`src/hdl/pdlc_pkg.sv`:
```
// constants, field layout, types and helpers of the synthesizer divider and lock core
// assumes one 50 MHz system clock; software reaches the registers over apb

package pdlc_pkg;

	// ---------------------------------------------------------------
	// widths and divider constants
	// ---------------------------------------------------------------
	localparam int ADDR_W = 8;
	localparam int RATIO_W = 18;
	localparam int SW_W = 5;
	localparam int MAIN_W = 14;
	localparam int REF_W = 11;
	localparam logic [RATIO_W-1:0] RATIO_MIN = 18'h00800;
	localparam logic [SW_W-1:0] PRE_LO_LAST = 5'h1E; // modulus 31
	localparam logic [SW_W-1:0] PRE_HI_LAST = 5'h1F; // modulus 32
	localparam logic [MAIN_W-1:0] MAIN_LAST = 14'h0001;
	localparam logic [MAIN_W-1:0] MAIN_RESET = 14'h0040; // 2048 / 32
	localparam logic [REF_W-1:0] REF_RESET = 11'h07F;
	localparam logic [1:0] DIV8_LAST = 2'h3;

	// ---------------------------------------------------------------
	// register map and fields
	// ---------------------------------------------------------------
	localparam logic [ADDR_W-1:0] OFF_A = 8'h00;
	localparam logic [ADDR_W-1:0] OFF_B = 8'h04;
	localparam logic [ADDR_W-1:0] OFF_C = 8'h08;
	localparam logic [ADDR_W-1:0] OFF_D = 8'h0C;
	localparam logic [ADDR_W-1:0] OFF_STAT = 8'h10;
	localparam int A_PD_BIT = 7;
	localparam int A_PUMP_CURRENT_SEL_BIT = 5;
	localparam int B_POL_BIT = 7;
	localparam int B_VCO_SWITCH_B_BIT = 6;
	localparam int B_DI_BIT = 5;
	localparam int ST_NOW_BIT = 4;
	localparam int ST_LOOL_BIT = 2;
	localparam int ST_LPD_BIT = 1;
	localparam int ST_DI_BIT = 0;
	localparam logic [7:0] A_RESET = 8'h0E;
	localparam logic [7:0] BCD_RESET = 8'h00;

	// ---------------------------------------------------------------
	// lock detector timing
	// ---------------------------------------------------------------
	localparam int CLK_PERIOD_NS = 20;
	localparam int LOCK_ERR_NS = 200;
	localparam int LOCK_ERR_CYC = (LOCK_ERR_NS + CLK_PERIOD_NS - 1) / CLK_PERIOD_NS;
	localparam logic [3:0] LOCK_ERR_LAST = 4'(LOCK_ERR_CYC - 1);
	localparam int LOCK_GOOD_REFS = 6;
	localparam logic [2:0] LOCK_GOOD_LAST = 3'(LOCK_GOOD_REFS - 1);

	// ---------------------------------------------------------------
	// types
	// ---------------------------------------------------------------
	typedef enum logic [1:0] {
		APB_IDLE = 2'b01,
		APB_ACC = 2'b10
	} pdlc_apb_st_t;

	typedef struct packed {
		logic [2:0] rf_sync; // first, second, previous
		logic [2:0] osc_sync;
		logic [1:0] sleep_sync;
		logic [1:0] dip_sync;
		logic [7:0] reg_a;
		logic [7:0] reg_b;
		logic [7:0] reg_c;
		logic [7:0] reg_d;
		logic upd_pend;
		logic [RATIO_W-1:0] act_ratio;
		logic [SW_W-1:0] pres_cnt;
		logic [SW_W-1:0] sw_cnt;
		logic [MAIN_W-1:0] main_cnt;
		logic div_pulse;
		logic [REF_W-1:0] ref_cnt;
		logic ref_pulse;
		logic [1:0] div8_cnt;
		logic div8_out;
		logic pfd_ref;
		logic pfd_var;
		logic pump_up;
		logic pump_dn;
		logic pump_hiz;
		logic [3:0] err_cnt;
		logic cyc_bad;
		logic [2:0] good_cnt;
		logic unlock;
		logic lool;
		logic lpd;
		logic vco_switch_a_unlock_oe_n;
		logic alarm_oe_n;
		pdlc_apb_st_t st;
		logic pready;
		logic pslverr;
		logic [31:0] prdata;
	} pdlc_state_t;

	// ---------------------------------------------------------------
	// helpers
	// ---------------------------------------------------------------
	function automatic logic [REF_W-1:0] ref_ratio(input logic [3:0] sel);
		case (sel)
			4'h0: ref_ratio = 11'h080;
			4'h1: ref_ratio = 11'h0A0;
			4'h2: ref_ratio = 11'h0C0;
			4'h3: ref_ratio = 11'h0F0;
			4'h4: ref_ratio = 11'h100;
			4'h5: ref_ratio = 11'h140;
			4'h6: ref_ratio = 11'h180;
			4'h7: ref_ratio = 11'h1E0;
			4'h8: ref_ratio = 11'h200;
			4'h9: ref_ratio = 11'h280;
			4'hA: ref_ratio = 11'h300;
			4'hB: ref_ratio = 11'h3C0;
			4'hC: ref_ratio = 11'h400;
			4'hD: ref_ratio = 11'h500;
			4'hE: ref_ratio = 11'h600;
			default: ref_ratio = 11'h780;
		endcase
	endfunction : ref_ratio

endpackage : pdlc_pkg

```
`src/hdl/pdlc_top.sv`:
```
// synthesizer digital core: main and reference dividers, phase detector, lock detector
// assumes rf and oscillator arrive as slow-enough pins sampled by the 50 MHz clock,
// and an apb master on the same clock
`timescale 1ns/1ps
`default_nettype none

module pdlc_top (
	input wire logic sys_clk_i,
	input wire logic nrst_i,
	input wire logic [pdlc_pkg::ADDR_W-1:0] paddr_i,
	input wire logic psel_i,
	input wire logic penable_i,
	input wire logic pwrite_i,
	input wire logic [31:0] pwdata_i,
	output logic [31:0] prdata_o,
	output logic pready_o,
	output logic pslverr_o,
	input wire logic rf_i,
	input wire logic osc_i,
	input wire logic hw_sleep_n_i,
	input wire logic power_dip_i,
	output logic pump_up_o,
	output logic pump_dn_o,
	output logic pump_hiz_o,
	output logic pump_current_sel_o,
	output logic vco_switch_a_unlock_o,
	output logic vco_switch_a_unlock_oe_n_o,
	output logic synth_alarm_n_o,
	output logic synth_alarm_n_oe_n_o,
	output logic vco_switch_b_o,
	output logic osc_div8_out_o
);

	// ---------------------------------------------------------------
	// reset release
	// ---------------------------------------------------------------
	logic [1:0] rst_sync;
	logic rst_n;

	// assert at once, release after two clean edges
	always_ff @(posedge sys_clk_i or negedge nrst_i) begin
		if (!nrst_i) begin
			rst_sync <= 2'h0;
		end else begin
			rst_sync <= {rst_sync[0], 1'b1};
		end
	end
	assign rst_n = rst_sync[1];

	// ---------------------------------------------------------------
	// derived terms
	// ---------------------------------------------------------------
	pdlc_pkg::pdlc_state_t q;
	pdlc_pkg::pdlc_state_t next_q;
	logic rf_rise;
	logic osc_rise;
	logic sleep;
	logic [pdlc_pkg::RATIO_W-1:0] ratio_buf;
	logic setup;
	logic done;
	logic hit;
	logic stat_rd;
	logic [7:0] rd_byte;

	// edge detects read the second and third stages of each synchroniser, never the first
	assign rf_rise = q.rf_sync[1] & ~q.rf_sync[2];
	assign osc_rise = q.osc_sync[1] & ~q.osc_sync[2];
	assign sleep = ~q.sleep_sync[1] | q.reg_a[pdlc_pkg::A_PD_BIT];
	assign ratio_buf = {q.reg_b[1:0], q.reg_c, q.reg_d};
	assign setup = psel_i & ~penable_i;
	assign done = psel_i & penable_i & q.pready;
	assign stat_rd = done & ~pwrite_i & (paddr_i == pdlc_pkg::OFF_STAT);

	// read mux; status byte packs live and latched lock information
	always_comb begin
		hit = 1'b1;
		case (paddr_i)
			pdlc_pkg::OFF_A: rd_byte = q.reg_a;
			pdlc_pkg::OFF_B: rd_byte = q.reg_b;
			pdlc_pkg::OFF_C: rd_byte = q.reg_c;
			pdlc_pkg::OFF_D: rd_byte = q.reg_d;
			pdlc_pkg::OFF_STAT: begin
				rd_byte = 8'h00;
				rd_byte[pdlc_pkg::ST_NOW_BIT] = q.unlock;
				rd_byte[pdlc_pkg::ST_LOOL_BIT] = q.lool;
				rd_byte[pdlc_pkg::ST_LPD_BIT] = q.lpd;
				rd_byte[pdlc_pkg::ST_DI_BIT] = q.reg_b[pdlc_pkg::B_DI_BIT];
			end
			default: begin
				rd_byte = 8'h00;
				hit = 1'b0;
			end
		endcase
	end

	// ---------------------------------------------------------------
	// next state
	// ---------------------------------------------------------------
	always_comb begin
		logic [pdlc_pkg::SW_W-1:0] sw_dec;
		logic [pdlc_pkg::RATIO_W-1:0] new_ratio;
		logic ref_f;
		logic var_f;
		logic err;
		logic over;
		sw_dec = '0;
		new_ratio = '0;
		ref_f = 1'b0;
		var_f = 1'b0;
		err = 1'b0;
		over = 1'b0;
		next_q = q;

		// pin synchronisers
		next_q.rf_sync = {q.rf_sync[1:0], rf_i};
		next_q.osc_sync = {q.osc_sync[1:0], osc_i};
		next_q.sleep_sync = {q.sleep_sync[0], hw_sleep_n_i};
		next_q.dip_sync = {q.dip_sync[0], power_dip_i};
		next_q.div_pulse = 1'b0;
		next_q.ref_pulse = 1'b0;

		// pulse-swallow divider; frozen while asleep so it resumes where it stood
		if (!sleep && rf_rise) begin
			if (q.pres_cnt == '0) begin // prescaler output
				sw_dec = (q.sw_cnt != '0) ? q.sw_cnt - 5'h01 : q.sw_cnt;
				if (q.main_cnt == pdlc_pkg::MAIN_LAST) begin
					next_q.div_pulse = 1'b1;
					// swap ratio only on the output pulse
					if (q.upd_pend) begin
						// small values fold up by the minimum
						new_ratio = (ratio_buf < pdlc_pkg::RATIO_MIN) ?
							ratio_buf + pdlc_pkg::RATIO_MIN : ratio_buf;
					end else begin
						new_ratio = q.act_ratio;
					end
					next_q.act_ratio = new_ratio;
					next_q.upd_pend = 1'b0;
					// 31/32 needs one more main cycle and 32-r swallow cycles
					if (new_ratio[pdlc_pkg::SW_W-1:0] == '0) begin
						next_q.main_cnt = {1'b0, new_ratio[pdlc_pkg::RATIO_W-1:pdlc_pkg::SW_W]};
						next_q.sw_cnt = '0;
					end else begin
						next_q.main_cnt = {1'b0, new_ratio[pdlc_pkg::RATIO_W-1:pdlc_pkg::SW_W]}
							+ pdlc_pkg::MAIN_LAST;
						next_q.sw_cnt = 5'h00 - new_ratio[pdlc_pkg::SW_W-1:0];
					end
				end else begin
					next_q.main_cnt = q.main_cnt - pdlc_pkg::MAIN_LAST;
					next_q.sw_cnt = sw_dec;
				end
				// alternate modulus while swallow count remains
				next_q.pres_cnt = (next_q.sw_cnt != '0) ?
					pdlc_pkg::PRE_LO_LAST : pdlc_pkg::PRE_HI_LAST;
			end else begin
				next_q.pres_cnt = q.pres_cnt - 5'h01;
			end
		end

		// reference divider and divide-by-eight output
		if (!sleep && osc_rise) begin
			if (q.ref_cnt == '0) begin
				next_q.ref_pulse = 1'b1;
				next_q.ref_cnt = pdlc_pkg::ref_ratio(q.reg_a[3:0]) - 11'h001;
			end else begin
				next_q.ref_cnt = q.ref_cnt - 11'h001;
			end
			next_q.div8_cnt = q.div8_cnt + 2'h1;
			if (q.div8_cnt == pdlc_pkg::DIV8_LAST) begin
				next_q.div8_out = ~q.div8_out;
			end
		end

		// tri-state detector: the leader raises its flag, both together reset
		ref_f = q.pfd_ref | q.ref_pulse;
		var_f = q.pfd_var | q.div_pulse;
		if ((ref_f && var_f) || sleep) begin
			ref_f = 1'b0;
			var_f = 1'b0;
		end
		next_q.pfd_ref = ref_f;
		next_q.pfd_var = var_f;
		// reference leading means up, unless polarity swaps
		next_q.pump_up = q.reg_b[pdlc_pkg::B_POL_BIT] ? var_f : ref_f;
		next_q.pump_dn = q.reg_b[pdlc_pkg::B_POL_BIT] ? ref_f : var_f;
		next_q.pump_hiz = ~(ref_f | var_f);

		// lock detector: error width counted in clock cycles
		err = q.pump_up | q.pump_dn;
		over = err && (q.err_cnt == pdlc_pkg::LOCK_ERR_LAST);
		if (!err) begin
			next_q.err_cnt = '0;
		end else if (!over) begin
			next_q.err_cnt = q.err_cnt + 4'h1;
		end
		if (q.ref_pulse) begin
			next_q.cyc_bad = 1'b0;
			if (q.cyc_bad) begin
				next_q.good_cnt = '0;
			end else if (q.unlock) begin
				if (q.good_cnt == pdlc_pkg::LOCK_GOOD_LAST) begin
					next_q.unlock = 1'b0;
					next_q.good_cnt = '0;
				end else begin
					next_q.good_cnt = q.good_cnt + 3'h1;
				end
			end
		end
		if (over) begin // immediate, and wins over a release
			next_q.unlock = 1'b1;
			next_q.cyc_bad = 1'b1;
			next_q.good_cnt = '0;
		end
		next_q.vco_switch_a_unlock_oe_n = ~next_q.unlock;

		// apb slave: no wait state, yet read data still comes from a flop
		case (q.st)
			pdlc_pkg::APB_IDLE: begin
				if (setup) begin
					next_q.prdata = {24'h000000, rd_byte};
					next_q.pslverr = ~hit;
					next_q.pready = 1'b1;
					next_q.st = pdlc_pkg::APB_ACC;
				end
			end
			pdlc_pkg::APB_ACC: begin
				if (done || !psel_i) begin
					next_q.pready = 1'b0;
					next_q.pslverr = 1'b0;
					next_q.st = pdlc_pkg::APB_IDLE;
				end
			end
			default: begin
				next_q.pready = 1'b0;
				next_q.st = pdlc_pkg::APB_IDLE;
			end
		endcase
		// registers keep working in power-down
		if (done && pwrite_i) begin
			case (paddr_i)
				pdlc_pkg::OFF_A: next_q.reg_a = pwdata_i[7:0];
				pdlc_pkg::OFF_B: next_q.reg_b = pwdata_i[7:0];
				pdlc_pkg::OFF_C: next_q.reg_c = pwdata_i[7:0];
				pdlc_pkg::OFF_D: begin
					next_q.reg_d = pwdata_i[7:0];
					next_q.upd_pend = 1'b1; // lowest byte arms the transfer
				end
				default: next_q.upd_pend = next_q.upd_pend;
			endcase
		end
		if (stat_rd) begin
			next_q.lool = 1'b0;
			next_q.lpd = 1'b0;
		end
		// a new event in the read cycle survives the clear
		if (next_q.unlock) begin
			next_q.lool = 1'b1;
		end
		if (q.dip_sync[1]) begin
			next_q.lpd = 1'b1;
		end
		next_q.alarm_oe_n = ~((next_q.lool | next_q.lpd) &
			~next_q.reg_b[pdlc_pkg::B_DI_BIT]);
	end

	// ---------------------------------------------------------------
	// state register
	// ---------------------------------------------------------------
	always_ff @(posedge sys_clk_i or negedge rst_n) begin
		if (!rst_n) begin
			q <= '0;
			q.reg_a <= pdlc_pkg::A_RESET;
			q.reg_b <= pdlc_pkg::BCD_RESET;
			q.reg_c <= pdlc_pkg::BCD_RESET;
			q.reg_d <= pdlc_pkg::BCD_RESET;
			q.act_ratio <= pdlc_pkg::RATIO_MIN;
			q.main_cnt <= pdlc_pkg::MAIN_RESET;
			q.pres_cnt <= pdlc_pkg::PRE_HI_LAST;
			q.ref_cnt <= pdlc_pkg::REF_RESET;
			q.pump_hiz <= 1'b1;
			q.vco_switch_a_unlock_oe_n <= 1'b1;
			q.alarm_oe_n <= 1'b1;
			q.st <= pdlc_pkg::APB_IDLE;
		end else begin
			q <= next_q;
		end
	end

	// ---------------------------------------------------------------
	// outputs, all straight from the state register
	// ---------------------------------------------------------------
	assign prdata_o = q.prdata;
	assign pready_o = q.pready;
	assign pslverr_o = q.pslverr;
	assign pump_up_o = q.pump_up;
	assign pump_dn_o = q.pump_dn;
	assign pump_hiz_o = q.pump_hiz;
	assign pump_current_sel_o = q.reg_a[pdlc_pkg::A_PUMP_CURRENT_SEL_BIT];
	assign vco_switch_a_unlock_o = q.lpd & ~q.lpd; // open collector only ever pulls low
	assign vco_switch_a_unlock_oe_n_o = q.vco_switch_a_unlock_oe_n;
	assign synth_alarm_n_o = q.lool & ~q.lool;
	assign synth_alarm_n_oe_n_o = q.alarm_oe_n;
	assign vco_switch_b_o = q.reg_b[pdlc_pkg::B_VCO_SWITCH_B_BIT];
	assign osc_div8_out_o = q.div8_out;

	// ---------------------------------------------------------------
	// assertion helpers
	// ---------------------------------------------------------------
	// counted apart from err_cnt on purpose, so a broken detector counter
	// cannot hide behind its own value
	localparam logic [3:0] ERR_RUN_FULL = 4'(pdlc_pkg::LOCK_ERR_CYC);
	logic [3:0] err_run;

	// consecutive cycles with a pump active, saturating at the error width
	always_ff @(posedge sys_clk_i or negedge rst_n) begin
		if (!rst_n) begin
			err_run <= 4'h0;
		end else if (!(q.pump_up || q.pump_dn)) begin
			err_run <= 4'h0;
		end else if (err_run != ERR_RUN_FULL) begin
			err_run <= err_run + 4'h1;
		end
	end
endmodule : pdlc_top

`default_nettype wire

```
`config.mk`:
```
export PLATFORM = sky130hd
export DESIGN_NAME = pdlc_top
export DESIGN_NICKNAME = d
export VERILOG_FILES = /design/src/hdl/pdlc_pkg.sv /design/src/hdl/pdlc_top.sv
export SDC_FILE = /design/constraint.sdc
export NUM_CORES = 1
export LEC_CHECK = 0
export ABC_AREA = 1
export BUFFER_PORTS_ARGS = -buffer_cell sky130_fd_sc_hd__buf_2
export CORE_MARGIN = 1
export CORE_UTILIZATION = 52
export CTS_CLUSTER_SIZE = 10
export DETAILED_ROUTE_END_ITERATION = 7
export GPL_TIMING_DRIVEN = 0
export MAX_ROUTING_LAYER = met4
export PLACE_DENSITY = 0.82
export SLEW_MARGIN = 10
export SYNTH_ARGS = -nofsm -noshare
export SYNTH_HDL_FRONTEND = slang
export SYNTH_SLANG_ARGS = --single-unit
```
`constraint.sdc`:
```
create_clock -name sys_clk_i -period 9.1 [get_ports sys_clk_i]
set_clock_uncertainty 0.2 [all_clocks]
set_input_delay 0.91 -clock sys_clk_i [delete_from_list [all_inputs] [get_ports sys_clk_i]]
set_output_delay 0.91 -clock sys_clk_i [all_outputs]
set_load 0.01 [all_outputs]
```
---- Word level (Yosys, flattened, before mapping) ----
Memory sizes are Yosys's and may differ from the RTL's.
Index checks and enable logic that the tools add are counted.
W data, S select, Z words.
word-level totals
  memories kept ........................... 1
  output and inout bits ................... 44
  bits in read-only memories .............. 112
  input bits .............................. 49
  register bits after elaboration ......... 133
operators by class
  reduce and logical (&&, ||, !) cells .... 30
  bitwise gates (word level) .............. 25
  equal/unequal tests ..................... 13
  order comparisons ....................... 1
  add/sub/neg operators ................... 11
  multiplexer cells ....................... 50
memories
  name              depth  bits a word  read ports  clocked after memory_dff  wr ports  RTL line         RTL
  (name not given)  16     7            1           0                         0         pdlc_pkg.sv:102  case (sel)
operators with widths
  kind                      count
  $mux W19                  6
  $mux W18                  5
  $mux W44                  1
  $pmux W8 S5               1
  $mux W36                  1
  $mux W11                  3
  $mux W23                  1
  $sub A11 B1 Y11 const B   2
  $mux W20                  1
  $mux W4                   5
  $mux W5                   4
  $add A18 B12 Y18 const B  1
  $lt A18 B12 Y1 const B    1
  $reduce_and A2 Y1         9
  $eq A8 B4 Y1 const B      2
  $mux W8                   2
  $add A13 B1 Y14 const B   1
  $eq A14 B1 Y1 const B     1
  $mux W1                   14
  $sub A14 B1 Y14 const B   1
  $logic_not A11 Y1         1
  $not A1 Y1                11
  $logic_not A5 Y1          2
  $reduce_bool A5 Y1        2
  27 further kinds          52

---- Depth between registers and ports, before layout ----
  word-level depth ........................ 20
  mapped depth ............................ 19

---- Worst setup path before layout ----
Ideal clock, no wire load.
  path kind ............................... reg2reg
  start ................................... reg q[112] in the netlist's numbering
  end ..................................... reg q[82] in the netlist's numbering
  path slack .............................. 6502 ps
  cell stages (with the launch flop) ...... 20
  library setup time ...................... 73 ps
  arrival time ............................ 2325 ps
  path through ............................ dfrtp_1 > buf_6 > buf_6 > nand2_1 > o21ai_2 > ha_1 > nand2_1 > nor2_1 > ha_1 > inv_1 > nand2_1 > a21oi_2 > nand3_4 > inv_2 > nand2_2 > nor2_2 > nand2_1 > nand2_1 > nand3_2 > a21oi_2
on the way
  longest elaborated chain between the ends .. 9
ends and longest elaborated chain
  what                                                 RTL line                          RTL
  start, declared                                      pdlc_top.sv:53                    pdlc_pkg::pdlc_state_t q;
  start signal, assigned                               pdlc_top.sv:284                   q <= next_q;
  $mux W18 (*)                                         pdlc_top.sv:129                   if (q.upd_pend) begin
  $mux W18 (*)                                         pdlc_top.sv:126                   if (q.main_cnt == pdlc_pkg::MAIN_LAST) begin
  $mux W18 (*)                                         pdlc_top.sv:124                   if (q.pres_cnt == '0) begin
  $mux W18 (*)                                         pdlc_top.sv:123                   if (!sleep && rf_rise) begin
  $add A13 B1 Y14 or $logic_not A5 Y1 (tied branches)  pdlc_top.sv:144, pdlc_top.sv:139
  $mux W19 (*)                                         pdlc_top.sv:139                   if (new_ratio[pdlc_pkg::SW_W-1:0] == '0) begin
  $mux W19 (*)                                         pdlc_top.sv:126
  $mux W19 (*)                                         pdlc_top.sv:124
  $mux W19 (*)                                         pdlc_top.sv:123
Mark *: on every way between the ends. The rest lies on a longest branch, timed or not. The select of a mux whose other input is x is not followed.
A chain may end at the register's enable or synchronous reset.

---- Worst setup path after layout ----
  start ................................... reg q[112] in the netlist's numbering
  end ..................................... reg q[80] in the netlist's numbering
Same word-level chain as after synthesis.

==> run metrics <==
CP Launch Type=flop; status=completed; Boundary Pins=93; nets@finish=1064; CTS Sinks=132; Post-route DRC=0; share of the synthesized area in the top cell type=38.3%; FFs w/ async S/R, synth=100%; max_cap viols=0; chip width=120 µm; DR vias=6257; clk root buf=clkbuf_16; initial core utilization=54.1%; ANT nets after route=0; ant diodes=0; routed vias/inst=5.25; fmax=325 MHz; Post-synth top cells=nand2_1, inv_1, dfrtp_1; synth top area cells=dfrtp_1, nand2_1, dfstp_2, inv_1, o21ai_0; TritonCTS clock tree=yes; Synth cell types=50; Wirelength per Cell=14.3 µm; Post-synth EDFFs=0; min Tclk post-route=3.07 ns; GRT Total Usage=26.5%; most frequent cell after synthesis=nand2_1; Final TNS setup=0 ns; Die H=120 µm; Iter 0 DRT Violations=623; main flop type after synthesis=dfrtp_1; Total Power=0.00171 W; Synth Register Bits=132; Worst slew margin=49.1%; Post-CTS Setup Inserts=0; Post-Syn Instances=914; Initial DRT Pass Iterations=5; Worst Path Class, Setup=flop to flop; Die ar.=14400 µm²; PD cells=203 nW/µm²; buffers added on ports=42; Clk Latency, worst-skew pair=0.43 ns; Setup crit end kind=flop; CTS H-tree depth=4; hpwl dp=12.4 mm; Yosys Warn Count=0; Least-Margin Pin Slew=0.756 ns; Final Hold Vio Count=0; dominant cell type by area after synthesis=dfrtp_1; routed wire length=17.1 mm; pin count of the biggest net entering global routing=62; Core Region=13400 µm²; Arrival @ worst endpoint=3.25 ns; initial antenna violation count=0; crit-path max FO=10; unrepaired setup endpoints after global routing=no; Pleak=4.22 nW; post-cts sizing count=0; Mapped Area=7240 µm²; vias in the first global route=6054; Clock transition at path regs=0.06 ns; hold_buf cts=0; HP Class=flop to async pin; Clock Tree Buf Depth=2; Final Max Slew Viols=0; Min Hold Slack=0.0444 ns; synthesis-to-layout area growth=16.5%; Placer Congestion=0.896; WP data required=9.27 ns; Congestion Overflow GR=0; CTS Buf Count=17; sequential area share after synthesis=46.0%; Post-Syn Area per Cell=7.93 µm²; Max IR drop VDD=0.137 mV; final setup fails=0; first-pass GRT wire length=28.9 mm; fraction of layout cells with a size suffix above 1=20.0%; # rows=42; fin crit share=33.8%; post-route cell area=8440 µm²; Placed Area=7820 µm²
[per-layer routing]
| layer | GRT usage, % | vias up | routed length, µm |
|---|---|---|---|
| met5 | - | - | 0 |
| met1 | 33.8 | 2969 | 7520 |
| li1 | - | 3040 | - |
| met3 | 6.32 | 33 | 1170 |
| met2 | 40.9 | 215 | 8020 |
| met4 | 10.5 | 0 | 362 |
[registers in the layout, indices dropped and copies added (netlist names)]
name and cells:
pump_hiz_o 1, pump_up_o 1, rst_sync 2, next_q 6, pslverr_o 1, prdata_o 8, vco_switch_b_o 1, osc_div8_out_o 1
q 107, vco_switch_a_unlock_oe_n_o 1, synth_alarm_n_oe_n_o 1, pump_dn_o 1, pump_current_sel_o 1
[stage by stage]
step / std cells / worst slack (ns) / util, %
after CTS: 1191 / 6.05 / 63.0
after floorplan: 939 / 4.99 / -
after global routing: 1191 / 5.79 / 63.0
final: 1191 / 6.03 / 63.0
after global placement: 1157 / 3.57 / 58.0
after detailed placement: 1159 / 6.07 / 58.4
[power by group]
part,leakage [nW],internal [W],switching [W]
clock,0.294,0.000438,0.000282
combinational,2.33,0.000108,0.000155
sequential,1.60,0.000673,0.0000536
total,4.22,0.00122,0.000490
[path summary, 6_finish.rpt]
kind | end | startpoint | cells past startpoint | slack [ns]
worst max-delay path | q[80] | q[112] | 19 | 6.03
worst min-delay path | q[151] | rst_sync[1] | 0 | 0.04
worst max register to register | q[80] | q[112] | 19 | 6.03
worst min register to register | q[151] | rst_sync[1] | 0 | 0.04
max in group asynchronous | q[89] | rst_sync[1] | 2 | 7.70
min in group sys_clk_i | q[148] | next_q[148] | 0 | 0.15
[final cells by class]
class                   instances  area, µm²
plain buffers                  52        379
fillers                      1154       4960
clock inverters                15        194
multi-input cells             621       3120
clock buffers                  17        425
repair buffers                 44        258
well taps                     176        220
flip-flops and latches        132       3330
inverters                     134        505
[critical path, stage by stage, from the launching register on]
cell and delay (ns):
dfrtp_1 0.37, buf_6 0.14, buf_6 0.13, nand2_1 0.09
o21ai_2 0.08, ha_1 0.22, nand2_1 0.09, nor2_1 0.04
ha_1 0.26, inv_1 0.26, nand2_1 0.10, a21oi_2 0.26
nand3_4 0.13, nor2_2 0.18, nand3_1 0.10, nand2_1 0.08
nand2_1 0.08, nand2_1 0.09, nand2_1 0.05, nand2_1 0.05
[kinds of logic (layout without fill, tap and decap cells)]
group	after synthesis	in the layout	synth area share [%]
buffers and inverters	186	262	12.2
AND/OR/NAND/NOR	386	386	23.9
AO/OA/AOI/OAI	178	178	13.5
XOR/XNOR	17	17	2.06
flip-flops	132	132	46.0
adder cells (fa/ha/maj)	13	13	2.25
other	2	27	0.104
[layout by cell type, fill, tap and decap left out, types with 7 or more instances in the layout]
cell	Yosys	layout
xor2_1	14	14
buf_2	9	51
nor2_2	9	9
nor3_1	15	15
conb_1	2	27
nand2_1	223	223
nand2_2	10	10
ha_1	13	13
buf_4	36	36
dfrtp_1	111	110
nand4_1	7	7
o21ai_1	39	39
inv_1	121	121
clkbuf_16	0	17
dfstp_2	21	21
o21ai_0	69	69
a21oi_1	37	37
inv_2	12	12
nand3_1	38	38
nor2_1	62	62
Note: power is estimated with default switching activity, not from simulation.
